**config.mk**
```make
export PLATFORM = sky130hd
export DESIGN_NAME = bfail_top
export DESIGN_NICKNAME = d
export VERILOG_FILES = /design/src/common/bfail_pkg.sv /design/src/hdl/bfail_delay_timer.sv /design/src/hdl/bfail_record_store.sv /design/src/hdl/bfail_top.sv
export VERILOG_INCLUDE_DIRS = /design/src /design/src/common
export SDC_FILE = /design/constraint.sdc
export NUM_CORES = 2
export LEC_CHECK = 0
export BUFFER_PORTS_ARGS = -buffer_cell sky130_fd_sc_hd__buf_4
export CAP_MARGIN = 5
export CELL_PAD_IN_SITES_DETAIL_PLACEMENT = 1
export CELL_PAD_IN_SITES_GLOBAL_PLACEMENT = 1
export CORE_ASPECT_RATIO = 1.5
export CORE_MARGIN = 4
export CORE_UTILIZATION = 53
export DETAILED_ROUTE_END_ITERATION = 10
export PLACE_DENSITY_LB_ADDON = 0.25
export SLEW_MARGIN = 20
export SYNTH_ARGS = -nofsm -noshare
export SYNTH_HDL_FRONTEND = slang
export SYNTH_HIERARCHICAL = 1
export SYNTH_SLANG_ARGS = --single-unit
export TNS_END_PERCENT = 20
```
**constraint.sdc**
```tcl
create_clock -name CORE_CLK -period 15.4 [get_ports CORE_CLK]
set_input_delay 3.85 -clock CORE_CLK [delete_from_list [all_inputs] [get_ports CORE_CLK]]
set_output_delay 3.85 -clock CORE_CLK [all_outputs]
set_load 0.005 [all_outputs]
```
**src/common/bfail_cfg.svh**
```systemverilog
/*
 Timing counts, event indices and record sizes for the breaker-failure logic.
 Assumes a protection program-cycle tick of 5 ms on a 100 MHz core clock.
*/
`ifndef BFAIL_CFG_SVH
`define BFAIL_CFG_SVH
`define BF_STEP_US 5000
`define BF_CLK_MHZ 100
`define BF_TICK_CYCLES (`BF_STEP_US * `BF_CLK_MHZ)
`define BF_DLY_W 19
`define BF_FAIL_DLY_RST 19'd40
`define BF_RETRIP_DLY_RST 19'd20
`define BF_DLY_MAX 19'd360000
`define BF_NUM_EVENTS 8
`define BF_EV_START 0
`define BF_EV_RETRIP 1
`define BF_EV_FAIL 2
`define BF_EV_BLOCK 3
`define BF_EV_DOMON 4
`define BF_EV_SIGNAL 5
`define BF_EV_PHASE 6
`define BF_EV_RES 7
`define BF_NUM_RECORDS 12
`define BF_TS_W 48
`define BF_CUR_W 16
`define BF_CNT_W 16
`endif

```
**src/common/bfail_pkg.sv**
```systemverilog
/*
 Types shared by the breaker-failure logic.
 Assumes bfail_cfg.svh is on the include path.
*/
`include "bfail_cfg.svh"
package bfail_pkg;
    typedef enum logic [1:0] {CRIT_CURRENT, CRIT_CUR_AND_DO, CRIT_CUR_OR_DO, CRIT_DIGITAL} crit_e;
    typedef enum logic [2:0] {ST_NORMAL, ST_START, ST_RETRIP, ST_FAIL_ON, ST_BLOCKED} cond_e;
    typedef logic [`BF_DLY_W-1:0] dly_t;
    typedef logic [`BF_CUR_W-1:0] cur_t;
    typedef logic [`BF_TS_W-1:0] stamp_t;
    typedef logic [2:0] group_t;
    typedef logic [`BF_CNT_W-1:0] cnt_t;
    typedef struct packed {
        stamp_t stamp;
        logic [3:0] event_code;
        cur_t max_phase;
        cur_t residual;
        dly_t to_retrip;
        dly_t to_fail;
        group_t group;
    } record_s;
endpackage

```
**src/hdl/bfail_delay_timer.sv**
```systemverilog
/*
 One delay counter advanced on each program-cycle tick while its run input holds.
 Assumes run and tick synchronous to the clock; tick is a one-cycle pulse.
*/
`timescale 1ns/1ps
`include "bfail_cfg.svh"
module bfail_delay_timer #(
    parameter int W = `BF_DLY_W
) (
    input wire logic clk,
    input wire logic nrst,
    input wire logic run,
    input wire logic tick,
    input wire logic [W-1:0] limit,
    output logic expired,
    output logic [W-1:0] remain
);
    logic [W-1:0] count;

    always_ff @(posedge clk or negedge nrst)
    begin
        if (!nrst)
            count <= '0;
        else if (!run)
            count <= '0;
        else if (tick && count < limit)
            count <= count + 1'b1;
    end

    assign expired = run && (count >= limit);
    assign remain = (count >= limit) ? '0 : limit - count;
endmodule

```
**src/hdl/bfail_record_store.sv**
```systemverilog
/*
 Rolling store of the latest operation records; the oldest is overwritten when full.
 Assumes the writer pulses wr_en for one cycle per record.
*/
`timescale 1ns/1ps
`include "bfail_cfg.svh"
module bfail_record_store
    import bfail_pkg::*;
#(
    parameter int DEPTH = `BF_NUM_RECORDS
) (
    input wire logic clk,
    input wire logic nrst,
    input wire logic wr_en,
    input bfail_pkg::record_s wr_data,
    input wire logic [$clog2(DEPTH)-1:0] rd_idx,
    output bfail_pkg::record_s rd_data,
    output logic [$clog2(DEPTH+1)-1:0] fill
);
    localparam int AW = $clog2(DEPTH);
    record_s mem [DEPTH];
    logic [AW-1:0] wr_ptr;
    logic [AW-1:0] oldest;
    logic [AW:0] idx_sum;

    always_ff @(posedge clk)
    begin
        if (wr_en)
            mem[wr_ptr] <= wr_data;
    end

    always_ff @(posedge clk or negedge nrst)
    begin
        if (!nrst)
        begin
            wr_ptr <= '0;
            fill <= '0;
        end
        else if (wr_en)
        begin
            wr_ptr <= (wr_ptr == AW'(DEPTH - 1)) ? '0 : wr_ptr + 1'b1;
            if (fill != ($bits(fill))'(DEPTH))
                fill <= fill + 1'b1;
        end
    end

    // Index 0 is the oldest record held
    assign oldest = (fill == ($bits(fill))'(DEPTH)) ? wr_ptr : '0;
    assign idx_sum = {1'b0, oldest} + {1'b0, rd_idx};
    assign rd_data = mem[(idx_sum >= (AW+1)'(DEPTH)) ? AW'(idx_sum - (AW+1)'(DEPTH))
                                                      : idx_sum[AW-1:0]];
endmodule

```
**src/hdl/bfail_top.sv**
```systemverilog
/*
 Breaker-failure supervision: start criteria, retrip and failure timers, events,
 counters and the rolling record store.
 Assumes inputs synchronous to CORE_CLK and a free-running time stamp input.
*/
// How it works
// - Current criterion: phase or residual pick-up starts timing, trip contact ignored
// - Current criterion: failure output after pick-up lasts the whole failure delay
// - Current criterion: timer clears at once when all currents drop
// - Current-and-contact: timer halted until supervised trip contact energises
// - Current-and-contact: either dropping resets timer; both must last the delay
// - Current-or-contact: either current or trip signal starts timing
// - Current-or-contact: pick-up holds while either holds; failure after delay
// - Current-or-contact: reset only when current low and trip signal gone
// - Digital criterion: digital input starts timer, optional current and contact checks
// - Digital criterion: failure command when timer lasts the failure delay
// - Separate retrip and failure outputs with their own delays
// - ON and OFF events for eight status conditions
// - Each event may report its ON edge, OFF edge or both; only ON edges are stored as records
// - Every recorded event carries a time stamp
// - Resettable counters for retrip, failure, start and blocked
// - Rolling store of twelve records, oldest overwritten
// - Record holds time, event, currents, remaining times and setting group
// - Block active at pick-up gives blocked indication and no action
// - Block after start releases start like pick-up ending
// - Failure delay 0 to 1800 s in 5 ms steps, default 0.200 s
// - Retrip delay in 5 ms steps, default 0.100 s, same pick-up
`timescale 1ns/1ps
`include "bfail_cfg.svh"
module bfail_top
    import bfail_pkg::*;
#(
    parameter int TICK_CYCLES = `BF_TICK_CYCLES
) (
    // Clock and reset
    input wire logic CORE_CLK,
    input wire logic NRST,
    // Pick-up flags and monitored signals
    input wire logic PHASE_PICKUP,
    input wire logic RESIDUAL_PICKUP,
    input wire logic TRIP_CONTACT,
    input wire logic TRIP_DIGITAL_IN,
    input wire logic BLOCK_IN,
    // Configuration
    input bfail_pkg::crit_e CRITERION,
    input wire logic DIG_USE_CURRENT,
    input wire logic DIG_USE_CONTACT,
    input wire logic RETRIP_ENABLE,
    input bfail_pkg::dly_t FAIL_DELAY,
    input bfail_pkg::dly_t RETRIP_DELAY,
    input bfail_pkg::group_t SETTING_GROUP,
    input wire logic [2*`BF_NUM_EVENTS-1:0] EVENT_MASK,
    // Measurement and time
    input bfail_pkg::cur_t MAX_PHASE_CURRENT,
    input bfail_pkg::cur_t RESIDUAL_CURRENT,
    input bfail_pkg::stamp_t TIME_STAMP,
    // Outputs to breakers and status outputs
    output logic BREAKER_FAILURE_OUTPUT,
    output logic RETRIP_OUTPUT,
    output logic START_OUT,
    output logic BLOCKED_OUT,
    output bfail_pkg::cond_e CONDITION,
    // Event stream
    output logic EVENT_VALID,
    output logic [3:0] EVENT_CODE,
    output bfail_pkg::stamp_t EVENT_STAMP,
    // Counters
    input wire logic COUNTER_CLEAR,
    output bfail_pkg::cnt_t RETRIP_COUNT,
    output bfail_pkg::cnt_t FAIL_COUNT,
    output bfail_pkg::cnt_t START_COUNT,
    output bfail_pkg::cnt_t BLOCKED_COUNT,
    // Record read-out
    input wire logic [3:0] RECORD_INDEX,
    output bfail_pkg::record_s RECORD_DATA,
    output logic [3:0] RECORD_FILL
);
    import bfail_pkg::*;

    ////////////////////////////////////////////////////////////////////////////
    // Program-cycle tick
    logic [$clog2(TICK_CYCLES)-1:0] tick_cnt;
    logic tick;

    always_ff @(posedge CORE_CLK or negedge NRST)
    begin
        if (!NRST)
            tick_cnt <= '0;
        else if (tick_cnt == ($bits(tick_cnt))'(TICK_CYCLES - 1))
            tick_cnt <= '0;
        else
            tick_cnt <= tick_cnt + 1'b1;
    end
    assign tick = (tick_cnt == ($bits(tick_cnt))'(TICK_CYCLES - 1));

    ////////////////////////////////////////////////////////////////////////////
    // Pick-up per criterion
    logic cur_pick;
    logic pickup;
    logic next_blocked;
    logic run;

    assign cur_pick = PHASE_PICKUP || RESIDUAL_PICKUP;

    always_comb
    begin
        unique case (CRITERION)
            CRIT_CURRENT: pickup = cur_pick;
            CRIT_CUR_AND_DO: pickup = cur_pick && TRIP_CONTACT;
            CRIT_CUR_OR_DO: pickup = cur_pick || TRIP_CONTACT;
            CRIT_DIGITAL: pickup = TRIP_DIGITAL_IN
                && (!DIG_USE_CURRENT || cur_pick)
                && (!DIG_USE_CONTACT || TRIP_CONTACT);
        endcase
    end

    assign next_blocked = pickup && BLOCK_IN;
    assign run = pickup && !BLOCK_IN;

    ////////////////////////////////////////////////////////////////////////////
    // Delay timers
    logic fail_exp;
    logic retrip_exp;
    dly_t fail_remain;
    dly_t retrip_remain;
    dly_t fail_lim;

    assign fail_lim = (FAIL_DELAY > `BF_DLY_MAX) ? `BF_DLY_MAX : FAIL_DELAY;

    bfail_delay_timer #(.W(`BF_DLY_W)) u_fail_timer (
        .clk(CORE_CLK),
        .nrst(NRST),
        .run(run),
        .tick(tick),
        .limit(fail_lim),
        .expired(fail_exp),
        .remain(fail_remain)
    );

    bfail_delay_timer #(.W(`BF_DLY_W)) u_retrip_timer (
        .clk(CORE_CLK),
        .nrst(NRST),
        .run(run && RETRIP_ENABLE),
        .tick(tick),
        .limit(RETRIP_DELAY),
        .expired(retrip_exp),
        .remain(retrip_remain)
    );

    ////////////////////////////////////////////////////////////////////////////
    // Outputs
    // failure, retrip, start and blocked levels
    always_ff @(posedge CORE_CLK or negedge NRST)
    begin
        if (!NRST)
        begin
            BREAKER_FAILURE_OUTPUT <= 1'b0;
            RETRIP_OUTPUT <= 1'b0;
            START_OUT <= 1'b0;
            BLOCKED_OUT <= 1'b0;
        end
        else
        begin
            BREAKER_FAILURE_OUTPUT <= fail_exp;
            RETRIP_OUTPUT <= retrip_exp;
            START_OUT <= run;
            BLOCKED_OUT <= next_blocked;
        end
    end

    always_ff @(posedge CORE_CLK or negedge NRST)
    begin
        if (!NRST)
            CONDITION <= ST_NORMAL;
        else if (next_blocked)
            CONDITION <= ST_BLOCKED;
        else if (fail_exp)
            CONDITION <= ST_FAIL_ON;
        else if (retrip_exp)
            CONDITION <= ST_RETRIP;
        else if (run)
            CONDITION <= ST_START;
        else
            CONDITION <= ST_NORMAL;
    end

    ////////////////////////////////////////////////////////////////////////////
    // Events
    logic [`BF_NUM_EVENTS-1:0] ev_now;
    logic [`BF_NUM_EVENTS-1:0] ev_prev;
    logic [2*`BF_NUM_EVENTS-1:0] ev_edge;
    logic [2*`BF_NUM_EVENTS-1:0] ev_pend;
    logic [2*`BF_NUM_EVENTS-1:0] ev_take;
    logic [3:0] ev_sel;
    logic ev_any;

    assign ev_now[`BF_EV_START] = run;
    assign ev_now[`BF_EV_RETRIP] = retrip_exp;
    assign ev_now[`BF_EV_FAIL] = fail_exp;
    assign ev_now[`BF_EV_BLOCK] = BLOCK_IN;
    assign ev_now[`BF_EV_DOMON] = TRIP_CONTACT;
    assign ev_now[`BF_EV_SIGNAL] = TRIP_DIGITAL_IN;
    assign ev_now[`BF_EV_PHASE] = PHASE_PICKUP;
    assign ev_now[`BF_EV_RES] = RESIDUAL_PICKUP;

    for (genvar g = 0; g < `BF_NUM_EVENTS; g++)
    begin : g_edge
        assign ev_edge[2*g] = ev_now[g] && !ev_prev[g] && EVENT_MASK[2*g];
        assign ev_edge[2*g+1] = !ev_now[g] && ev_prev[g] && EVENT_MASK[2*g+1];
    end

    always_comb
    begin
        ev_sel = '0;
        ev_any = 1'b0;
        ev_take = '0;
        for (int i = 2*`BF_NUM_EVENTS - 1; i >= 0; i--)
        begin
            if (ev_pend[i])
            begin
                ev_sel = 4'(i);
                ev_any = 1'b1;
            end
        end
        if (ev_any)
            ev_take[ev_sel] = 1'b1;
    end

    always_ff @(posedge CORE_CLK or negedge NRST)
    begin
        if (!NRST)
        begin
            ev_prev <= '0;
            ev_pend <= '0;
        end
        else
        begin
            ev_prev <= ev_now;
            // New edge wins over the clear of the one being emitted
            ev_pend <= (ev_pend & ~ev_take) | ev_edge;
        end
    end

    always_ff @(posedge CORE_CLK or negedge NRST)
    begin
        if (!NRST)
        begin
            EVENT_VALID <= 1'b0;
            EVENT_CODE <= '0;
            EVENT_STAMP <= '0;
        end
        else
        begin
            EVENT_VALID <= ev_any;
            EVENT_CODE <= ev_sel;
            EVENT_STAMP <= TIME_STAMP;
        end
    end

    ////////////////////////////////////////////////////////////////////////////
    // Counters
    // cumulative counters
    always_ff @(posedge CORE_CLK or negedge NRST)
    begin
        if (!NRST)
        begin
            RETRIP_COUNT <= '0;
            FAIL_COUNT <= '0;
            START_COUNT <= '0;
            BLOCKED_COUNT <= '0;
        end
        else if (COUNTER_CLEAR)
        begin
            RETRIP_COUNT <= '0;
            FAIL_COUNT <= '0;
            START_COUNT <= '0;
            BLOCKED_COUNT <= '0;
        end
        else
        begin
            if (retrip_exp && !ev_prev[`BF_EV_RETRIP])
                RETRIP_COUNT <= RETRIP_COUNT + 1'b1;
            if (fail_exp && !ev_prev[`BF_EV_FAIL])
                FAIL_COUNT <= FAIL_COUNT + 1'b1;
            if (run && !ev_prev[`BF_EV_START])
                START_COUNT <= START_COUNT + 1'b1;
            if (next_blocked && !BLOCKED_OUT)
                BLOCKED_COUNT <= BLOCKED_COUNT + 1'b1;
        end
    end

    ////////////////////////////////////////////////////////////////////////////
    // Records
    record_s rec_in;
    record_s rec_out;
    logic [3:0] fill;
    logic rec_wr;

    assign rec_wr = ev_any && !ev_sel[0];
    assign rec_in = '{stamp: TIME_STAMP, event_code: ev_sel, max_phase: MAX_PHASE_CURRENT,
                      residual: RESIDUAL_CURRENT, to_retrip: retrip_remain,
                      to_fail: fail_remain, group: SETTING_GROUP};

    bfail_record_store #(.DEPTH(`BF_NUM_RECORDS)) u_store (
        .clk(CORE_CLK),
        .nrst(NRST),
        .wr_en(rec_wr),
        .wr_data(rec_in),
        .rd_idx(RECORD_INDEX),
        .rd_data(rec_out),
        .fill(fill)
    );

    always_ff @(posedge CORE_CLK or negedge NRST)
    begin
        if (!NRST)
        begin
            RECORD_DATA <= '0;
            RECORD_FILL <= '0;
        end
        else
        begin
            RECORD_DATA <= rec_out;
            RECORD_FILL <= fill;
        end
    end

    ////////////////////////////////////////////////////////////////////////////
    // Checks
    property p_fail_needs_run;
        @(posedge CORE_CLK) disable iff (!NRST) BREAKER_FAILURE_OUTPUT |-> $past(run);
    endproperty
    a_fail_needs_run: assert property (p_fail_needs_run) else $error("failure without pick-up");

    property p_cur_start;
        @(posedge CORE_CLK) disable iff (!NRST)
            (CRITERION == CRIT_CURRENT && cur_pick && !BLOCK_IN) |=> START_OUT;
    endproperty
    a_cur_start: assert property (p_cur_start) else $error("current start missed");

    property p_and_halt;
        @(posedge CORE_CLK) disable iff (!NRST)
            (CRITERION == CRIT_CUR_AND_DO && !TRIP_CONTACT) |=> !START_OUT;
    endproperty
    a_and_halt: assert property (p_and_halt) else $error("timer ran without contact");

    property p_or_start;
        @(posedge CORE_CLK) disable iff (!NRST)
            (CRITERION == CRIT_CUR_OR_DO && TRIP_CONTACT && !BLOCK_IN) |=> START_OUT;
    endproperty
    a_or_start: assert property (p_or_start) else $error("contact start missed");

    property p_block;
        @(posedge CORE_CLK) disable iff (!NRST)
            (pickup && BLOCK_IN) |=> (BLOCKED_OUT && !START_OUT);
    endproperty
    a_block: assert property (p_block) else $error("block not honoured");

    property p_release;
        @(posedge CORE_CLK) disable iff (!NRST)
            !run |=> (!BREAKER_FAILURE_OUTPUT && !RETRIP_OUTPUT);
    endproperty
    a_release: assert property (p_release) else $error("output held after release");

    property p_zero_delay;
        @(posedge CORE_CLK) disable iff (!NRST)
            (run && FAIL_DELAY == '0) |=> BREAKER_FAILURE_OUTPUT;
    endproperty
    a_zero_delay: assert property (p_zero_delay) else $error("zero delay not immediate");

    property p_event_stamp;
        @(posedge CORE_CLK) disable iff (!NRST)
            ev_any |=> (EVENT_VALID && EVENT_STAMP == $past(TIME_STAMP));
    endproperty
    a_event_stamp: assert property (p_event_stamp) else $error("event stamp wrong");

    property p_count_clear;
        @(posedge CORE_CLK) disable iff (!NRST) COUNTER_CLEAR |=> (FAIL_COUNT == '0);
    endproperty
    a_count_clear: assert property (p_count_clear) else $error("counter not cleared");

    c_fail: cover property (@(posedge CORE_CLK) disable iff (!NRST) $rose(BREAKER_FAILURE_OUTPUT));
    c_retrip: cover property (@(posedge CORE_CLK) disable iff (!NRST) $rose(RETRIP_OUTPUT));
    c_blocked: cover property (@(posedge CORE_CLK) disable iff (!NRST) $rose(BLOCKED_OUT));
    c_full: cover property (@(posedge CORE_CLK) disable iff (!NRST) RECORD_FILL == 4'd12);
endmodule

```
* After elaboration in Yosys (flattened, before gate mapping) *
Memory sizes are Yosys's and may differ from the RTL's. A register that Yosys moved wholly into a read port is not among the register bits.
Cells that the tools add are included.

word-level totals
  memories = 1
  input bits = 154
  logic and storage cells = 191
  bits in writable memories = 1500
  register bits = 217
  bits in latches = 0
  bits in read-only memories = 0
  output and inout bits = 253

memory list
  name         depth  bits a word  read ports  clocked after Yosys merged registers in  wr ports  RTL line                  text
  u_store.mem  12     125          1           1                                        1         bfail_record_store.sv:21  record_s mem [DEPTH];

cells by class
  order comparisons = 8
  mux-type cells = 61
  eq/ne operators = 9
  $mul = 0
  divide/modulo/power cells = 0
  reductions and logical operators = 76
  bitwise logic cells = 3
  add/sub/neg operators = 13
  shifts and indexed selects = 0

operator list
  operator                                                           number
  two-way mux 19 bit                                                 8
  two-way mux 16 bit                                                 9
  two-way mux 4 bit                                                  19
  adder 16 x 1 -> 16 bit, second input constant                      4
  adder 19 x 1 -> 19 bit, second input constant                      3
  logical AND 1 bit                                                  45
  greater-or-equal comparator 19 bit                                 2
  < comparator 19 bit                                                2
  subtractor 19 bit                                                  2
  logical NOT 1 bit                                                  21
  two-way mux 1 bit                                                  20
  == test 19 bit, second input constant                              1
  greater-than comparator 19 bit, second input constant              1
  bitwise AND 16 bit                                                 1
  inverter 16 bit                                                    1
  OR 16 bit                                                          1
  adder 4 x 1 -> 4 bit, second input constant                        2
  == test 4 bit, second input constant                               2
  nonzero test 2 bit                                                 4
  adder 4 x 4 -> 5 bit                                               1
  greater-or-equal comparator 5 x 4 -> 1 bit, second input constant  1
  < comparator 4 x 5 -> 1 bit, second input constant                 1
  demux 1 bit (select 4 bit)                                         1
  == test 2 bit, second input constant                               2
  other kinds (12)                                                   16

* Logic depth before layout (Yosys ltp) *
  word-level depth = 24
  gate-level depth with buffers = 20
  gate-level depth less buffers = 17

* Cells and area by module *
Netlist, hierarchy kept.

modules (own cells, without submodules)
  module              sequential area each (µm²)  times used  area each (µm²)  cells an instance
  bfail_record_store  45243.4                     1           57666.6          2646
  bfail_top           7307.0                      1           10221.1          771
  bfail_delay_timer   475.5                       2           2260.9           286

* Worst setup path after synthesis *
Ideal clock, no wire load.

  path kind = flip-flop to flip-flop
  from = register ev_pend[7]
  to = memory u_store/mem[2][0] (netlist name), enable pin
  cell stages (with the launch flop) = 9
  library setup time = 762 ps
  data required time = 14638 ps
  arrival time = 10450 ps
  slack = 4188 ps
  buffers on the path = 1
  clock period less this slack = 11212 ps
  cells stage by stage = dfrtp_1 > nor3_1 > o311a_1 > o22a_1 > clkinv_1 > a21oi_1 > clkbuf_1 > nand2_1 > nor3_1

on the way
  cells in the longest elaborated chain, start to end = 12
  elaborated cells between the ends (all ways) = 20
  those cells by class = 18 x mux; 2 x reduce/logical

RTL lines
  item                                     RTL line                  text
  start: declaration                       bfail_top.sv:192          logic [2*`BF_NUM_EVENTS-1:0] ev_pend;
  start signal: assignment                 bfail_top.sv:240          ev_pend <= (ev_pend & ~ev_take) | ev_edge;
  two-way mux 4 bit (8 in a row)           bfail_top.sv:219          if (ev_pend[i])
  via ev_sel[0]                            bfail_top.sv:194          logic [3:0] ev_sel;
  logical NOT 1 bit                        bfail_top.sv:299          assign rec_wr = ev_any && !ev_sel[0];
  logical AND 1 bit                        bfail_top.sv:299
  via rec_wr                               bfail_top.sv:297          logic rec_wr;
  two-way mux 1 bit                        bfail_record_store.sv:28  if (wr_en)
  two-way mux 1 bit (not written as such)  bfail_record_store.sv:29  mem[wr_ptr] <= wr_data;
  end: declaration                         bfail_record_store.sv:21

The timed path passes the listed nets, and every way through them passes these cells.

* Final worst setup path *
  from = input port RECORD_INDEX[0]
  to = register RECORD_DATA[87] (netlist name)

on the way
  cells in the longest elaborated chain, start to end = 3
  elaborated cells between the ends (all ways) = 4
  those cells by class = 2 x add/sub; 1 x order compare; 1 x mux

RTL lines
  item                                                                            RTL line                  text
  start: declaration                                                              bfail_top.sv:74           input wire logic [3:0] RECORD_INDEX,
  adder 4 x 4 -> 5 bit (*)                                                        bfail_record_store.sv:49  assign idx_sum = {1'b0, oldest} + {1'b0, rd_idx};
  subtractor 4 bit or greater-or-equal comparator 5 x 4 -> 1 bit (tied branches)  bfail_record_store.sv:50  assign rd_data = mem[(idx_sum >= (AW+1)'(DEPTH)) ? AW'(idx_sum - (AW+1)'(DEPTH))
  two-way mux 4 bit (*)                                                           bfail_record_store.sv:50

Every way passes the cells marked *; elsewhere a longest branch is shown, timed or not.
A chain may end at the register's enable or synchronous reset.

==> summary.md <==
| Metric | Value |
|---|---|
| Drt drc | 0 |
| Share of cells above drive strength 1 | 0.268 |
| F_max | approximately 110 MHz |
| R2r startpoint | u_store/fill[0]$_DFFE_PN0P_ |
| Hold Buf Count CTS | 0 |
| Setup TNS | 0 ns |
| CP Max Fanout | 126 |
| EDFF count, synth | 1500 |
| Area grow syn2layout | 15.1% |
| Die width | between 300 and 400 µm |
| I/O Buffers | 406 |
| Clock slew at reported path FFs | ~0.060 ns |
| Slew margin rel. | 0.218 |
| CTS tree | built |
| H-tree depth | 4 |
| Hold Startpoint | u_store/fill[3]$_DFFE_PN0P_ |
| Critical path class | in -> reg |
| Detail Route Antenna Nets | 0 |
| Final Instance Area | 83300 µm² |
| Initial drt markers | 3552 |
| Mapped Area | 72400 µm² |
| Num CTS Buffers | 167 |
| Yosys top cell area share | 0.622 |
| Full die area | ~140000 µm² |
| Initial antenna violation count | 11 |
| Total track usage | 0.275 |
| Gpl congestion | 0.813 |
| Hold slack | 0.449 ns |
| Crit share post-route | 0.577 |
| Initial core utilization | 0.535 |
| Area after DPL | 77500 µm² |
| Via density | 6.35 |
| Slew @ Worst Pin | 1.17 ns |
| Power per cell area | approximately 170 nW/µm² |
| Synth cell types | 88 |
| Main synth FF type | edfxtp_1 |
| Post-DR wirelength/cell | roughly 31 µm |
| Initial DRT Pass Iterations | 5 |
| Max Cap Viol | 0 |
| Clock Sinks | 1838 |
| P_leak | about 29 nW |
| Core area | 135000 µm² |
| Commonest non-fill, non-tap cell in the layout | edfxtp_1 |
| CTS root buffer | clkbuf_16 |
| CP arrival | approximately 9.5 ns |
| Max-slew violations | 0 |
| Status | completed |
| Final hold violation count | 0 |
| VDD IR max | 152 µV |
| Hold Crit Class | reg -> reg |
| Most frequent cells in the layout | edfxtp_1, buf_4, mux4_2, dfrtp_1, nand3_1 |
| Yosys warnings | 6 |
| Post-Synthesis Net Count | between 4k and 5k |
| Area leader, netlist | edfxtp_1 |
| Asr flop ratio synth | 0.184 |
| Top post-synthesis cells by area | edfxtp_1, dfrtp_1, mux4_2, nand3_1, a31oi_1 |
| Setup Viol. Count Final | 0 |
| Top Ports | 407 |
| Vias | 40.2k |
| Crit path required time | 16.01 ns |
| Postcts setup bufs | 0 |
| Worst skew pair latency | 0.81 ns |
| Worst setup EP type | flop |
| Die height | 461 µm |
| Mapped Avg Cell Area | 18.2 µm² |
| Fin Clk Skew | 0.0303 ns |
| Nature of the critical path startpoint | input pin |
| Dpl hpwl | 106 mm |
| Remaining Overflow, GRT | 0 |
| Post-cts resize count | 0 |
| Critical Path Start | RECORD_INDEX[0] |
| Syn Inst Count | 3989 |
| Fin crit period | 8.89 ns |
| Routed WL | between 150 and 200 mm |
| Number of global-route vias before repair | 43.8k |
| Nets | 4641 |
| Largest net degree at the start of global routing | 148 |
| Register area share after synthesis | 0.739 |
| Synth Register Bits | around 1.8k |
| Final Power | about 14 mW |
| Filler Cells Inserted | about 12k |
| Max Root-Sink Buffers | 3 |
| # rows | 165 |
| RSZ-0062 raised after global routing | no |
| First-pass GRT wire length | 288 mm |
[path summary, 6_finish.rpt]
check,to,slack [ns],cells after the start
max,RECORD_DATA[87]$_DFF_PN0_,6.51,14
min,RECORD_FILL[3]$_DFF_PN0_,0.45,0
max reg2reg,RECORD_DATA[87]$_DFF_PN0_,8.45,17
min reg2reg,RECORD_FILL[3]$_DFF_PN0_,0.45,0
max in group asynchronous,u_fail_timer/count[3]$_DFFE_PN0P_,10.07,3
min in group asynchronous,u_retrip_timer/count[18]$_DFFE_PN0P_,3.02,1
[routing by layer]
metal / GRT usage / part of all wire
met3: 0.0606 / 0.076
met1: 0.361 / 0.39
met5: 0 / 0.00026
met4: 0.0693 / 0.021
met2: 0.472 / 0.51
[power breakdown]
part           internal, mW  switching [mW]  total, mW  leakage (nW)
combinational          1.23            2.09       3.32          7.91
clock                  2.52            1.84       4.36          2.81
sequential             6.39           0.338       6.73          17.8
[registers in the layout, summed over array words and instances, names as in the netlist, 2 cells and up]
| signal | count |
|---|---|
| u_store/mem | 1500 |
| u_fail_timer/count | 19 |
| RECORD_FILL | 4 |
| EVENT_CODE | 4 |
| ev_prev | 8 |
| RETRIP_COUNT | 16 |
| RECORD_DATA | 125 |
| CONDITION | 2 |
| u_store/wr_ptr | 4 |
| FAIL_COUNT | 16 |
| EVENT_STAMP | 48 |
| u_retrip_timer/count | 19 |
| ev_pend | 16 |
| tick_cnt | 19 |
| START_COUNT | 16 |
| u_store/fill | 4 |
| BLOCKED_COUNT | 16 |
[synthesized netlist by cell type (12+ instances only)]
cell type,instances
a211oi_1,20
xnor2_1,57
or4_1,18
o21ai_0,149
dfrtp_1,338
nand2_1,82
nor3_1,156
buf_1,23
a21o_1,17
ha_1,56
o21ai_1,21
and2_1,20
o31ai_1,15
buf_2,28
a31oi_1,140
and3_1,13
nor2_1,162
nand3_1,177
inv_1,91
nand2b_1,14
nor2b_1,17
clkbuf_1,144
nand4_1,35
xor2_1,36
edfxtp_1,1500
a21oi_1,97
or3_1,12
mux4_2,375
[through the flow]
step	setup WS [ns]	instances	util
2_1_floorplan	4.19	3989	-
3_3_place_gp	5.96	6009	0.573
3_5_place_dp	5.82	6009	0.573
4_1_cts	6.58	6319	0.615
5_1_grt	6.44	6323	0.616
6_report	6.51	6330	0.616
[area by class of cell]
cell class                 count  area, µm²  share of cell area
inverter                      92        345             0.00414
clock inverter                88       1090              0.0130
timing repair buffer         483       3750              0.0450
clock buffer                 222       4650              0.0558
tap                         1753       2190              0.0263
antenna                        8       20.0            0.000240
sequential                  1838      53500               0.642
multi-input combinational   1846      17800               0.214
[logic make-up (layout without fill, tap and decap cells)]
kind of cell               after synthesis  in the layout  share of synthesized area
AOI/OAI and AO/OA                      527            527                     0.0461
xor gates and xnor gates                93             93                     0.0112
muxes                                  387            387                      0.118
buffers and inverters                  305            885                     0.0179
other                                    0              8                          0
adders and majority gates               59             59                     0.0105
and+or+nand+nor                        780            780                     0.0570
DFF                                   1838           1838                      0.739
[worst max-delay path: stages]
cell,delay [ns]
buf_4,0.09
ha_4,0.13
inv_1,0.06
fa_4,0.50
xor2_1,0.60
inv_1,0.20
ha_1,0.27
a31o_2,0.33
a211oi_4,0.21
buf_12,0.71
or2_4,0.62
buf_4,0.67
buf_4,0.88
a31oi_1,0.24
No activity file was read; power rests on OpenSTA's default activity.
